File: config.mk
export PLATFORM = sky130hd
export DESIGN_NAME = sbciwu_top
export DESIGN_NICKNAME = d
export VERILOG_FILES = /design/src/design/sbciwu_pkg.sv /design/src/design/sbciwu_sync.sv /design/src/design/sbciwu_delay.sv /design/src/design/sbciwu_top.sv
export SDC_FILE = /design/constraint.sdc
export NUM_CORES = 1
export LEC_CHECK = 0
export ABC_AREA = 1
export BUFFER_PORTS_ARGS = -buffer_cell sky130_fd_sc_hd__buf_2
export CAP_MARGIN = 20
export CORE_MARGIN = 2
export CORE_UTILIZATION = 38
export CTS_BUF_LIST = sky130_fd_sc_hd__clkbuf_8
export DETAILED_ROUTE_END_ITERATION = 10
export PLACE_DENSITY = 0.58
export RECOVER_POWER = 50
export SYNTH_ARGS = -nofsm -noshare
export SYNTH_HDL_FRONTEND = slang
export SYNTH_HIERARCHICAL = 1
export SYNTH_SLANG_ARGS = --single-unit
export TNS_END_PERCENT = 20
File: constraint.sdc
create_clock -name sys_clk_i -period 1.65 [get_ports sys_clk_i]
set_clock_uncertainty 0.05 [all_clocks]
set_input_delay 0.0825 -clock sys_clk_i [delete_from_list [all_inputs] [get_ports sys_clk_i]]
set_output_delay 0.0825 -clock sys_clk_i [all_outputs]
set_load 0.02 [all_outputs]
File: src/design/sbciwu_pkg.sv
/*
 * Shared constants and carrier types of the interrupt and wake-up unit.
 * Assumes a single 250 MHz system clock and plain-port control bits.
 */
// Overview of operation
// - raise enabled sources only
// - event pulls primary, critical also priority
// - interrupt in sleep wakes into reset
// - wake-ups and interrupts are one
// - primary stays low after wake-up, priority only for critical
// - open-drain outputs, never driven high
// - primary low for any pending, delay-gated
// - only critical sources reach priority output
// - one pending bit per source
// - group summary of pending bits
// - write one clears, zero keeps
// - release outputs when all clear
// - clear releases primary, starts delay timer
// - during delay capture, primary stays high
// - status readable and clearable any time
// - reset output low stops timer
// - priority output ignores delay timer
// - wake sources regular, others diagnostic
// - sleep with no regular enabled resets
// - sleep request while pending goes reset
// - four sources have no enable
package sbciwu_pkg;
   localparam int unsigned NUM_SRC = 16;
   localparam int unsigned NUM_GRP = 5;
   // source map: bits 0..3 regular wake sources, rest diagnostic
   localparam logic [15:0] REGULAR_MASK  = 16'h000f;
   localparam logic [15:0] CRITICAL_MASK = 16'hf800;
   // watchdog_fail_irq bit 4, pn_frame_error_irq 5, power_on_irq 6,
   // overvoltage_shutdown_irq 11
   localparam logic [15:0] ALWAYS_EN_MASK = 16'h0870;
   localparam logic [15:0] GRP_SYS_MASK   = 16'h0070;
   localparam logic [15:0] GRP_SUP_MASK   = 16'hff80;
   localparam logic [15:0] GRP_TRX_MASK   = 16'h0003;
   localparam logic [15:0] GRP_BANK0_MASK = 16'h0004;
   localparam logic [15:0] GRP_BANK1_MASK = 16'h0008;
   localparam logic [15:0] STATUS_RST    = 16'h0000;
   localparam logic [2:0]  MODE_CODE_SLEEP = 3'h1;
   localparam int unsigned CLK_MHZ       = 250;
   localparam int unsigned IRQ_DELAY_US  = 100;
   localparam int unsigned IRQ_DELAY_CYC = IRQ_DELAY_US * CLK_MHZ;
   localparam int unsigned TMR_W         = 32;

   typedef enum logic [1:0] {
      SBCIWU_MODE_RUN   = 2'b00,
      SBCIWU_MODE_SLEEP = 2'b01,
      SBCIWU_MODE_RESET = 2'b10
   } sbciwu_mode_type;

   typedef struct packed {
      logic [NUM_SRC-1:0] status;
   } sbciwu_stat_type;

   typedef struct packed {
      logic          pri_oe;
      logic          prio_oe;
      logic          wake;
      logic          sys_reset;
   } sbciwu_out_type;
endpackage : sbciwu_pkg

File: src/design/sbciwu_sync.sv
/*
 * Two-flop synchroniser bank for asynchronous event inputs.
 * Assumes inputs arrive from outside the clock domain.
 */
`timescale 1ns/1ps
`default_nettype none
module sbciwu_sync import sbciwu_pkg::*; (
   input  wire logic               sys_clk_i,
   input  wire logic               rst_i,
   input  wire logic               clk_en_i,
   input  wire logic [NUM_SRC-1:0] async_i,
   output logic      [NUM_SRC-1:0] sync_o
);
   typedef struct packed {
      logic [NUM_SRC-1:0] s1;
      logic [NUM_SRC-1:0] s2;
   } sbciwu_sync_type;
   sbciwu_sync_type st_q, st_d;

   // first stage read only by second stage
   always_comb begin
      st_d = st_q;
      if (clk_en_i) begin
         st_d.s1 = async_i;
         st_d.s2 = st_q.s1;
      end
   end

   always_ff @(posedge sys_clk_i or posedge rst_i) begin
      if (rst_i) begin
         st_q <= '0;
      end else begin
         st_q <= st_d;
      end
   end

   assign sync_o = st_q.s2;
endmodule : sbciwu_sync
`default_nettype wire

File: src/design/sbciwu_delay.sv
/*
 * Interrupt delay timer: runs after a status clear, gates primary line.
 * Assumes reset_out_n is already synchronous to sys_clk_i.
 */
`timescale 1ns/1ps
`default_nettype none
module sbciwu_delay import sbciwu_pkg::*; #(
   parameter int unsigned DELAY_CYC = IRQ_DELAY_CYC
) (
   input  wire logic sys_clk_i,
   input  wire logic rst_i,
   input  wire logic clk_en_i,
   input  wire logic start_i,
   input  wire logic reset_out_n_i,
   output logic      running_o
);
   typedef struct packed {
      logic [TMR_W-1:0] cnt;
      logic             run;
   } sbciwu_dly_type;
   sbciwu_dly_type st_q, st_d;

   // restart on every clear; stopped at once while reset output low
   always_comb begin
      st_d = st_q;
      if (clk_en_i) begin
         if (!reset_out_n_i) begin
            st_d.run = 1'b0;
            st_d.cnt = '0;
         end else if (start_i) begin
            st_d.run = 1'b1;
            st_d.cnt = TMR_W'(DELAY_CYC - 1);
         end else if (st_q.run) begin
            if (st_q.cnt == '0) begin
               st_d.run = 1'b0;
            end else begin
               st_d.cnt = st_q.cnt - 1'b1;
            end
         end
      end
   end

   always_ff @(posedge sys_clk_i or posedge rst_i) begin
      if (rst_i) begin
         st_q <= '0;
      end else begin
         st_q <= st_d;
      end
   end

   assign running_o = st_q.run;
endmodule : sbciwu_delay
`default_nettype wire

File: src/design/sbciwu_top.sv
/*
 * Interrupt and wake-up unit top: sticky pending bits, enables, group
 * summary, open-drain primary and priority lines, sleep guarding.
 * Assumes events are async levels/pulses, control bits are synchronous.
 */
`timescale 1ns/1ps
`default_nettype none
module sbciwu_top import sbciwu_pkg::*; #(
   parameter int unsigned DELAY_CYC = IRQ_DELAY_CYC
) (
   input  wire logic               sys_clk_i,
   input  wire logic               rst_i,
   input  wire logic               clk_en_i,
   input  wire logic [NUM_SRC-1:0] event_i,
   input  wire logic [NUM_SRC-1:0] enable_i,
   input  wire logic [NUM_SRC-1:0] clear_i,
   input  wire logic               clear_stb_i,
   input  wire logic [2:0]         operating_mode_code_i,
   input  wire logic               mode_stb_i,
   input  wire logic               reset_out_n_i,
   input  wire logic               irq_out_primary_n_i,
   input  wire logic               irq_out_priority_n_i,
   output logic      [NUM_SRC-1:0] status_o,
   output logic      [NUM_GRP-1:0] group_o,
   output logic                    irq_out_primary_n_o,
   output logic                    irq_out_primary_n_oe_o,
   output logic                    irq_out_priority_n_o,
   output logic                    irq_out_priority_n_oe_o,
   output logic                    sleep_o,
   output logic                    wake_o,
   output logic                    sys_reset_o
);
   typedef struct packed {
      sbciwu_stat_type  stat;
      sbciwu_mode_type  mode;
      sbciwu_out_type   out;
      logic [NUM_GRP-1:0] grp;
      logic               clr;
   } sbciwu_top_type;
   sbciwu_top_type st_q, st_d;

   logic [NUM_SRC-1:0] ev_sync;
   logic [NUM_SRC-1:0] eff_en;
   logic [NUM_SRC-1:0] raise;
   logic [NUM_SRC-1:0] cleared;
   logic [NUM_SRC-1:0] nxt;
   logic               dly_run;
   logic               any_pend;

   sbciwu_sync u_sync (
      .sys_clk_i (sys_clk_i),
      .rst_i     (rst_i),
      .clk_en_i  (clk_en_i),
      .async_i   (event_i),
      .sync_o    (ev_sync)
   );

   sbciwu_delay #(
      .DELAY_CYC (DELAY_CYC)
   ) u_delay (
      .sys_clk_i     (sys_clk_i),
      .rst_i         (rst_i),
      .clk_en_i      (clk_en_i),
      .start_i       (st_q.clr),
      .reset_out_n_i (reset_out_n_i),
      .running_o     (dly_run)
   );

   // always-enabled sources ignore their enable input
   assign eff_en = enable_i | ALWAYS_EN_MASK;
   assign raise  = ev_sync & eff_en;
   assign cleared = (clear_stb_i ? clear_i : '0) & st_q.stat.status;

   // per-bit sticky pending bit; the set wins over a same-cycle clear
   genvar gi;
   generate
      for (gi = 0; gi < NUM_SRC; gi++) begin : g_bit
         assign nxt[gi] = raise[gi] | (st_q.stat.status[gi] & ~cleared[gi]);
      end
   endgenerate

   assign any_pend = |st_q.stat.status;

   // main next-state process
   always_comb begin
      st_d = st_q;
      if (clk_en_i) begin
         st_d.stat.status = nxt;
         st_d.clr = |cleared;
         st_d.grp[0] = |(nxt & GRP_SYS_MASK);
         st_d.grp[1] = |(nxt & GRP_SUP_MASK);
         st_d.grp[2] = |(nxt & GRP_TRX_MASK);
         st_d.grp[3] = |(nxt & GRP_BANK0_MASK);
         st_d.grp[4] = |(nxt & GRP_BANK1_MASK);
         st_d.out.wake = 1'b0;
         st_d.out.sys_reset = 1'b0;
         // primary: any pending, held off by a fresh clear, the gap cycle
         // before the timer starts, and the running timer
         st_d.out.pri_oe = (|nxt) & ~dly_run & ~(|cleared) & ~st_q.clr;
         // priority: critical only, timer plays no part
         st_d.out.prio_oe = |(nxt & CRITICAL_MASK);
         unique case (st_q.mode)
            SBCIWU_MODE_RUN: begin
               if (mode_stb_i && operating_mode_code_i == MODE_CODE_SLEEP) begin
                  if (~|(enable_i & REGULAR_MASK)) begin
                     st_d.out.sys_reset = 1'b1;
                     st_d.mode = SBCIWU_MODE_RESET;
                  end else if (any_pend || (|raise)) begin
                     st_d.mode = SBCIWU_MODE_RESET;
                  end else begin
                     st_d.mode = SBCIWU_MODE_SLEEP;
                  end
               end
            end
            SBCIWU_MODE_SLEEP: begin
               // any raised interrupt is a wake-up
               if (|raise) begin
                  st_d.out.wake = 1'b1;
                  st_d.mode = SBCIWU_MODE_RESET;
               end
            end
            SBCIWU_MODE_RESET: begin
               // leave as soon as the reset output reads high
               if (reset_out_n_i) begin
                  st_d.mode = SBCIWU_MODE_RUN;
               end
            end
            default: begin
               st_d.mode = SBCIWU_MODE_RUN;
            end
         endcase
      end
   end

   always_ff @(posedge sys_clk_i or posedge rst_i) begin
      if (rst_i) begin
         st_q <= '{stat: '{status: STATUS_RST}, mode: SBCIWU_MODE_RUN,
                   out: '0, grp: '0, clr: 1'b0};
      end else begin
         st_q <= st_d;
      end
   end

   // open-drain: data always low, only the enable moves
   assign irq_out_primary_n_o     = 1'b0;
   assign irq_out_primary_n_oe_o  = st_q.out.pri_oe;
   assign irq_out_priority_n_o    = 1'b0;
   assign irq_out_priority_n_oe_o = st_q.out.prio_oe;
   assign status_o    = st_q.stat.status;
   assign group_o     = st_q.grp;
   assign sleep_o     = (st_q.mode == SBCIWU_MODE_SLEEP);
   assign wake_o      = st_q.out.wake;
   assign sys_reset_o = st_q.out.sys_reset;
endmodule : sbciwu_top
`default_nettype wire

==> results of run 1 <==
[cell families (layout without fill, tap and decap cells)]
kind of cell	Yosys count	in the layout	synth area share [%]
AOI/OAI and AO/OA	36	36	3.88
and+or+nand+nor	516	517	38.9
DFF	91	91	42.1
xor gates and xnor gates	19	19	3.07
other	1	2	0.0693
buffers and inverters	105	263	11.7
adders and majority gates	1	1	0.231
[synth_stat cells (all sizes together)]
library cell | n | area [µm²]
a21oi | 2 | 10.0
a31oi | 10 | 62.6
and2 | 2 | 12.5
buf | 56 | 447
clkbuf | 4 | 15.0
conb | 1 | 3.75
dfrtp | 91 | 2280
ha | 1 | 12.5
inv | 45 | 174
nand2 | 343 | 1320
nand3 | 49 | 263
nand4 | 2 | 12.5
nor2 | 115 | 460
nor3 | 3 | 26.3
o211ai | 1 | 7.51
o21ai | 19 | 98.9
o21bai | 1 | 7.51
o22a | 1 | 8.76
o31ai | 2 | 15.0
or2 | 2 | 12.5
xnor2 | 7 | 61.3
xor2 | 12 | 105
[state kept, by name, summed over array words and instances (netlist names)]
signal	cells
u_delay/running_o	1
u_sync/sync_o	16
u_delay/st_q	32
sys_reset_o	1
u_sync/st_q	16
irq_out_priority_n_oe_o	1
group_o	3
st_q	3
wake_o	1
status_o	16
irq_out_primary_n_oe_o	1
[area by class of cell]
| cell class | instances | area [µm²] | area share (%) |
|---|---|---|---|
| timing repair buffer | 203 | 1440 | 20.7 |
| clock buffer | 9 | 124 | 1.78 |
| inverter | 45 | 174 | 2.49 |
| tap | 180 | 225 | 3.23 |
| clock inverter | 6 | 48.8 | 0.700 |
| sequential | 91 | 2280 | 32.7 |
| multi-input combinational | 575 | 2680 | 38.5 |
[stage by stage]
step           hold WS (ps)  area (µm²)  setup slack, ps
2_1_floorplan          72.5        5420             18.7
3_3_place_gp            141        6140             -487
3_5_place_dp            149        6140             -464
4_1_cts                1.25        6880            -72.3
5_1_grt                38.4        6970             -161
6_report               24.2        6970            -24.5
[layout by cell type, fill, tap and decap left out, types with 4 or more instances in the layout]
master,n
nand2_2,18
inv_2,5
xor2_1,12
buf_4,85
dlygate4sd3_1,32
nor2_4,8
nor2_2,21
xnor2_1,7
nor2_1,85
o21ai_0,14
nand2_1,324
nand3_1,45
clkbuf_8,9
inv_1,39
buf_2,77
inv_6,4
dfrtp_1,91
a31oi_1,10
o21ai_1,4
[power groups by stage]
stage / Clock, mW / Sequential (mW) / Combinational, mW
after global routing: 1.55 / 2.69 / 2.26
after detailed placement: 0 / 2.69 / 1.75
after floorplan: 0 / 2.67 / 1.26
after global placement: 0 / 2.69 / 1.75
final: 1.41 / 2.66 / 2.01
after CTS: 1.47 / 2.65 / 1.95
[timing repair]
action,CTS,global route
pin swaps,12,13
hold endpoints to repair,117,0
hold buffers,32,0
setup buffers,15,7
gates cloned,2,0
resized for setup,31,28
setup endpoints to repair,33,35
[layer usage]
metal | GRT usage [%] | wire length (µm) | vias to the layer above
met5 | 0 | 0 | -
met4 | 7.17 | 272 | 0
met3 | 2.31 | 638 | 16
met2 | 29.8 | 5980 | 111
met1 | 29.1 | 7080 | 2326
li1 | - | - | 2653
[worst max-delay path by stage]
stage / depth (start not counted) / to / startpoint / slack [ps]
after CTS: 13 / u_delay/st_q[9] / u_delay/st_q[2] / -70
after floorplan: 11 / u_delay/st_q[8] / u_delay/st_q[1] / 20
final: 12 / u_delay/st_q[9] / u_delay/st_q[1] / -20
after global placement: 9 / u_delay/st_q[4] / u_delay/st_q[1] / -490
after global routing: 12 / u_delay/st_q[9] / u_delay/st_q[1] / -160
after detailed placement: 9 / u_delay/st_q[18] / u_delay/st_q[1] / -460
[worst reg2reg max path, delay by kind of cell, from the launching register on]
family,cells,cell delay (ps)
simple gates,8,680
fa+ha+maj,1,140
buf+inv,3,360
flops,1,400
==> results.md, run 1 <==
* Ys Warns at 6
* CP max-delay cell: dfrtp_1
* Post-synthesis sequential area ratio at 42.1%
* Sequential share of power at 43.7%
* Pleak at 3.91 nW
* Critical path class: reg2reg
* CP max stage delay at 400 ps
* Worst reg2reg path startpoint: u_delay/st_q[1]
* Layout fillers at 1415
* Initial core utilization at 39.0%
* Setup-failing EPs final at 19
* Min-Delay Startpoint: enable_i[0]
* Initial DRC count at 308
* Setup TNS at -263 ps
* Fin cells at 1109
* Slew Limit Fails at 0
* Hold path cells at 3
* Ports at 87
* Total Power at 6.07 mW
* Crit Reg-Reg Endpoint: u_delay/st_q[9]
* Initial antenna violation count at 0
* Cell Chain, Critical Path: inv_2 > ha_4 > nand2_2 > nor2_4 > nand2_4 > nor2_8 > buf_6 > nand3_4 > nand3_4 > buf_8 > nand2_1 > nand2_1
* Layout cells sized above 1 at 27.0%
* CTS sink count at 91
* Post-layout nets at 985
* Buffers on Ports at 78
* PwrDens at 871 nW/µm²
* Post-DP HPWL at 9950 µm
* Period utilisation layout at 101%
* Clk root buf: clkbuf_8
* TritonCTS clock tree: yes
* Synth-to-Final Area Change at 28.8%
* CP Buf/Inv Count at 3
* RSZ-0062 raised after global routing: yes
* Slew margin rel. at 41.0%
* Placed cell count at 1041
* Internal power at 3.86 mW
* Clk pwr share at 23.2%
* Avg Inst Size Synth at 7.04 µm²
* Grt ovf at 0
* TritonCTS buffer count at 9
* Syn Std Cell Area at 5410 µm²
* Fin. Hold Viols at 0
* Die area at 15200 µm²
* Register bit total from synthesis at 91
* Crit-path max FO at 9
* Failing checks: negative setup slack
* Htree depth at 3
* Delay-heaviest family, CP: simple AND/OR/NAND/NOR gates
* FP Rows at 43
* Vias in the first global route at 4825
* Synth Instances at 769
* Residual DRC at 0
* Max-cap violations at 0
* ANT nets after route at 0
* First-pass DRT Iterations at 5
* Status: finished, violations left
* Hold EP: status_o[0]
* CTS max path bufs at 2
* Via/cell ratio at 4.60
* Crit. End Element: flop
* GRT Total Usage at 19.8%
* Switch Pwr at 2.21 mW
* Die height at 123 µm
* DR WL/cell at 12.6 µm
* Global-route wire length before repair at 23500 µm
* Worst Max-Slew Pin Slew at 885 ps
* Final setup margin at -24.5 ps
* Setup crit start kind: flop
* Ant diodes at 0
* Reg2reg setup slack at -20 ps
* Core area at 13900 µm²
* Post-route minimum period at 1670 ps
* Combinational power share at 33.0%
* VDD IR-drop max at 0.345 mV
* Path depth of the worst reg2reg path at 12
* Die span in x at 123 µm
* Final wirelength at 14000 µm
* Pin count of the biggest net entering global routing at 43
* Synth unique cells at 37
* Worst-Skew Late Latency at 370 ps
* CP required at 1910 ps
* Worst hold path type: in2reg
* Switching Fraction at 36.4%
* Data arrival time of the critical path at 1930 ps
* Gpl congestion at 0.819
* Clock Pin Slew Worst Setup and Hold Paths at 100 ps
* Post-layout util at 50.2%
* Fmax achieved at 597 MHz
* Vias at 5106
No activity file was read; power rests on OpenSTA's default activity.
==> run 2: changes to the inputs <==
--- a/config.mk
+++ b/config.mk
@@ -16,6 +16,5 @@
 export RECOVER_POWER = 50
 export SYNTH_ARGS = -nofsm -noshare
 export SYNTH_HDL_FRONTEND = slang
-export SYNTH_HIERARCHICAL = 1
 export SYNTH_SLANG_ARGS = --single-unit
 export TNS_END_PERCENT = 20
==> run 2 against run 1 <==
Non-clock buffer count is 44 lower. Final cell count is 8.1% lower. Via count is 5.2% lower. Register-to-register slack better by 30 ps. The run now ends clean. Clock-buffer cell count is 1 higher.
==> results.md, run 2 <==
* Crit-path max FO at 7
* Worst-Skew Late Latency at 380 ps
* Synth area leaders: dfrtp_1, nand2_1, nor2_1
* Async set-reset flop share out of synthesis at 100%
* Post-synthesis sequential area ratio at 43.9%
* TritonCTS buffer count at 9
* Gpl congestion at 0.913
* Max-cap violations at 0
* Clk root buf: clkbuf_8
* Worst hold path type: in2reg
* Commonest non-fill, non-tap cell in the layout: nand2_1
* Via/cell ratio at 4.75
* FP Rows at 42
* Synth Instances at 710
* DR WL/cell at 13.3 µm
* Crit path capture: u_delay.st_q[19]
* Initial core utilization at 39.1%
* Fin. Hold Viols at 0
* Data arrival time of the critical path at 1900 ps
* Hold Worst Slack at 24.9 ps
* Setup crit start kind: flop
* Clock Pin Slew Worst Setup and Hold Paths at 100 ps
* Grt met2 use at 30.1%
* First-pass DRT Iterations at 5
* Synth unique cells at 31
* TritonCTS clock tree: yes
* Top cell type's share of synthesized area at 43.9%
* Residual DRC at 0
* Path depth of the worst reg2reg path at 10
* M1 GR Usage at 26.9%
* Vias in the first global route at 4752
* Avg Inst Size Synth at 7.31 µm²
* Pleak at 3.44 nW
* Reg2reg setup slack at 7 ps
* CTS max path bufs at 2
* Slew Limit Fails at 0
* Crit Reg-Reg Endpoint: u_delay.st_q[19]
* Critical path class: reg2reg
* Post-layout nets at 899
* Most frequent cells in the layout: nand2_1, dfrtp_1, buf_2, nor2_1, buf_4
* GRT busiest layer: met2
* Fmax achieved at 609 MHz
* Die span in x at 121 µm
* GRT Total Usage at 19.3%
* Die height at 121 µm
* Synth Flop Type: dfrtp_1
* Ant diodes at 0
* Ys Warns at 0
* Initial DRC count at 327
* Post-route minimum period at 1640 ps
* Max reg flops at 32
* Vias at 4840
* CP startpoint: u_delay.st_q[27]
* PwrDens at 967 nW/µm²
* Yosys top cell by area: dfrtp_1
* Worst reg2reg path startpoint: u_delay.st_q[27]
* Buffers on Ports at 78
* Final wirelength at 13500 µm
* VDD IR-drop max at 0.420 mV
* Post-synth top cells: nand2_1, nor2_1, dfrtp_1
* CP required at 1900 ps
* Worst Max-Slew Pin Slew at 838 ps
* RSZ-0062 raised after global routing: yes
* Most numerous cell in the Yosys netlist: nand2_1
* M3 GR Usage at 2.77%
* Layout cells sized above 1 at 28.8%
* Setup TNS at 0 ps
* Syn Std Cell Area at 5190 µm²
* Largest Register: u_delay.st_q
* Ports at 87
* Slew margin rel. at 44.2%
* Core area at 13300 µm²
* Status: finished, final reports clean
* Grt ovf at 0
* Register bit total from synthesis at 91
* Post-DP HPWL at 9850 µm
* Global-route wire length before repair at 22300 µm
* Setup-failing EPs final at 0
* Min-Delay Startpoint: enable_i[7]
* Htree depth at 3
* Initial antenna violation count at 0
* CTS sink count at 91
* ANT nets after route at 0
* Total Power at 6.39 mW
* Synth-to-Final Area Change at 27.2%
* Period utilisation layout at 99.6%
* EDFF count, synth at 0
* Pin count of the biggest net entering global routing at 92
* Crit. End Element: flop
* Die area at 14600 µm²
run 2: cell count changes in the layout (fill, tap and decap cells not counted), sizes merged, moves of 4 or more:
cell	delta
buf	-29
o21ai	+54
nand3	-20
inv	+6
nand4	+9
o21bai	+4
dlygate4sd3	-14
a31oi	-8
nand2	-75
nor2	-15
xnor2	-4
xor2	+5
run 2: kinds of logic after synthesis:
group                      after synthesis  synth area share [%]
DFF                                     91                  43.9
AOI/OAI and AO/OA                       86                  10.3
buffers and inverters                   97                  9.37
adders and majority gates                1                 0.241
and+or+nand+nor                        414                  32.8
other                                    1                0.0722
xor gates and xnor gates                20                  3.37
run 2: layout make-up:
| class | count | area, µm² |
|---|---|---|
| fill | 1292 | 6690 |
| multi-input combinational | 523 | 2570 |
| sequential | 91 | 2280 |
| timing repair buffer | 159 | 1140 |
| tap | 176 | 220 |
| inverter | 55 | 210 |
| clock buffer | 10 | 138 |
| clock inverter | 5 | 38.8 |
run 2: per-stage QoR:
stage / utilization (%) / worst slack [ps] / cell area (µm²) / std cells
floorplan: - / 25.1 / 5200 / 711
global placement: 45.1 / 7.23 / 6000 / 975
detailed placement: 45.1 / -17.7 / 6000 / 975
CTS: 47.9 / 2.12 / 6360 / 1008
global route: 49.7 / -102 / 6600 / 1019
finish: 49.7 / 7.10 / 6600 / 1019
run 2: how the worst min path moves through the flow:
stage / cells after the start / slack [ps] / endpoint
2_1_floorplan: 2 / 140 / u_sync.st_q[20]
3_3_place_gp: 3 / 210 / u_delay.st_q[9]
3_5_place_dp: 3 / 220 / u_delay.st_q[10]
4_1_cts: 5 / 5 / status_o[7]
5_1_grt: 5 / 70 / status_o[8]
6_report: 5 / 20 / status_o[7]
run 2: critical path, stage by stage, from the launching register on:
cell and delay, ps:
dfrtp_1 400, nor2_2 150, nand2_2 110, nor2_4 140, nand2_2 80, nor2_2 120
nand2_2 70, nand3_4 150, clkbuf_16 190, nand2_1 60, o21ai_2 50
run 2: repair_timing:
action,in CTS,in global routing
hold buffers,18,0
pin swaps,1,17
gates cloned,0,2
hold endpoints to repair,108,0
endpoints found under the setup margin,17,35
gates resized for setup,4,48
setup buffers,0,9
run 2: layer usage:
metal,share of wire (%),vias to the layer above
li1,-,2466
met1,48,2236
met2,46,117
met3,4.1,21
met4,2.0,0
met5,0,-
run 2: power by group:
part           leakage [nW]  switching (mW)  internal, mW
sequential             1.15           0.213          2.48
clock                0.0887           0.834         0.589
combinational          2.20            1.36         0.904
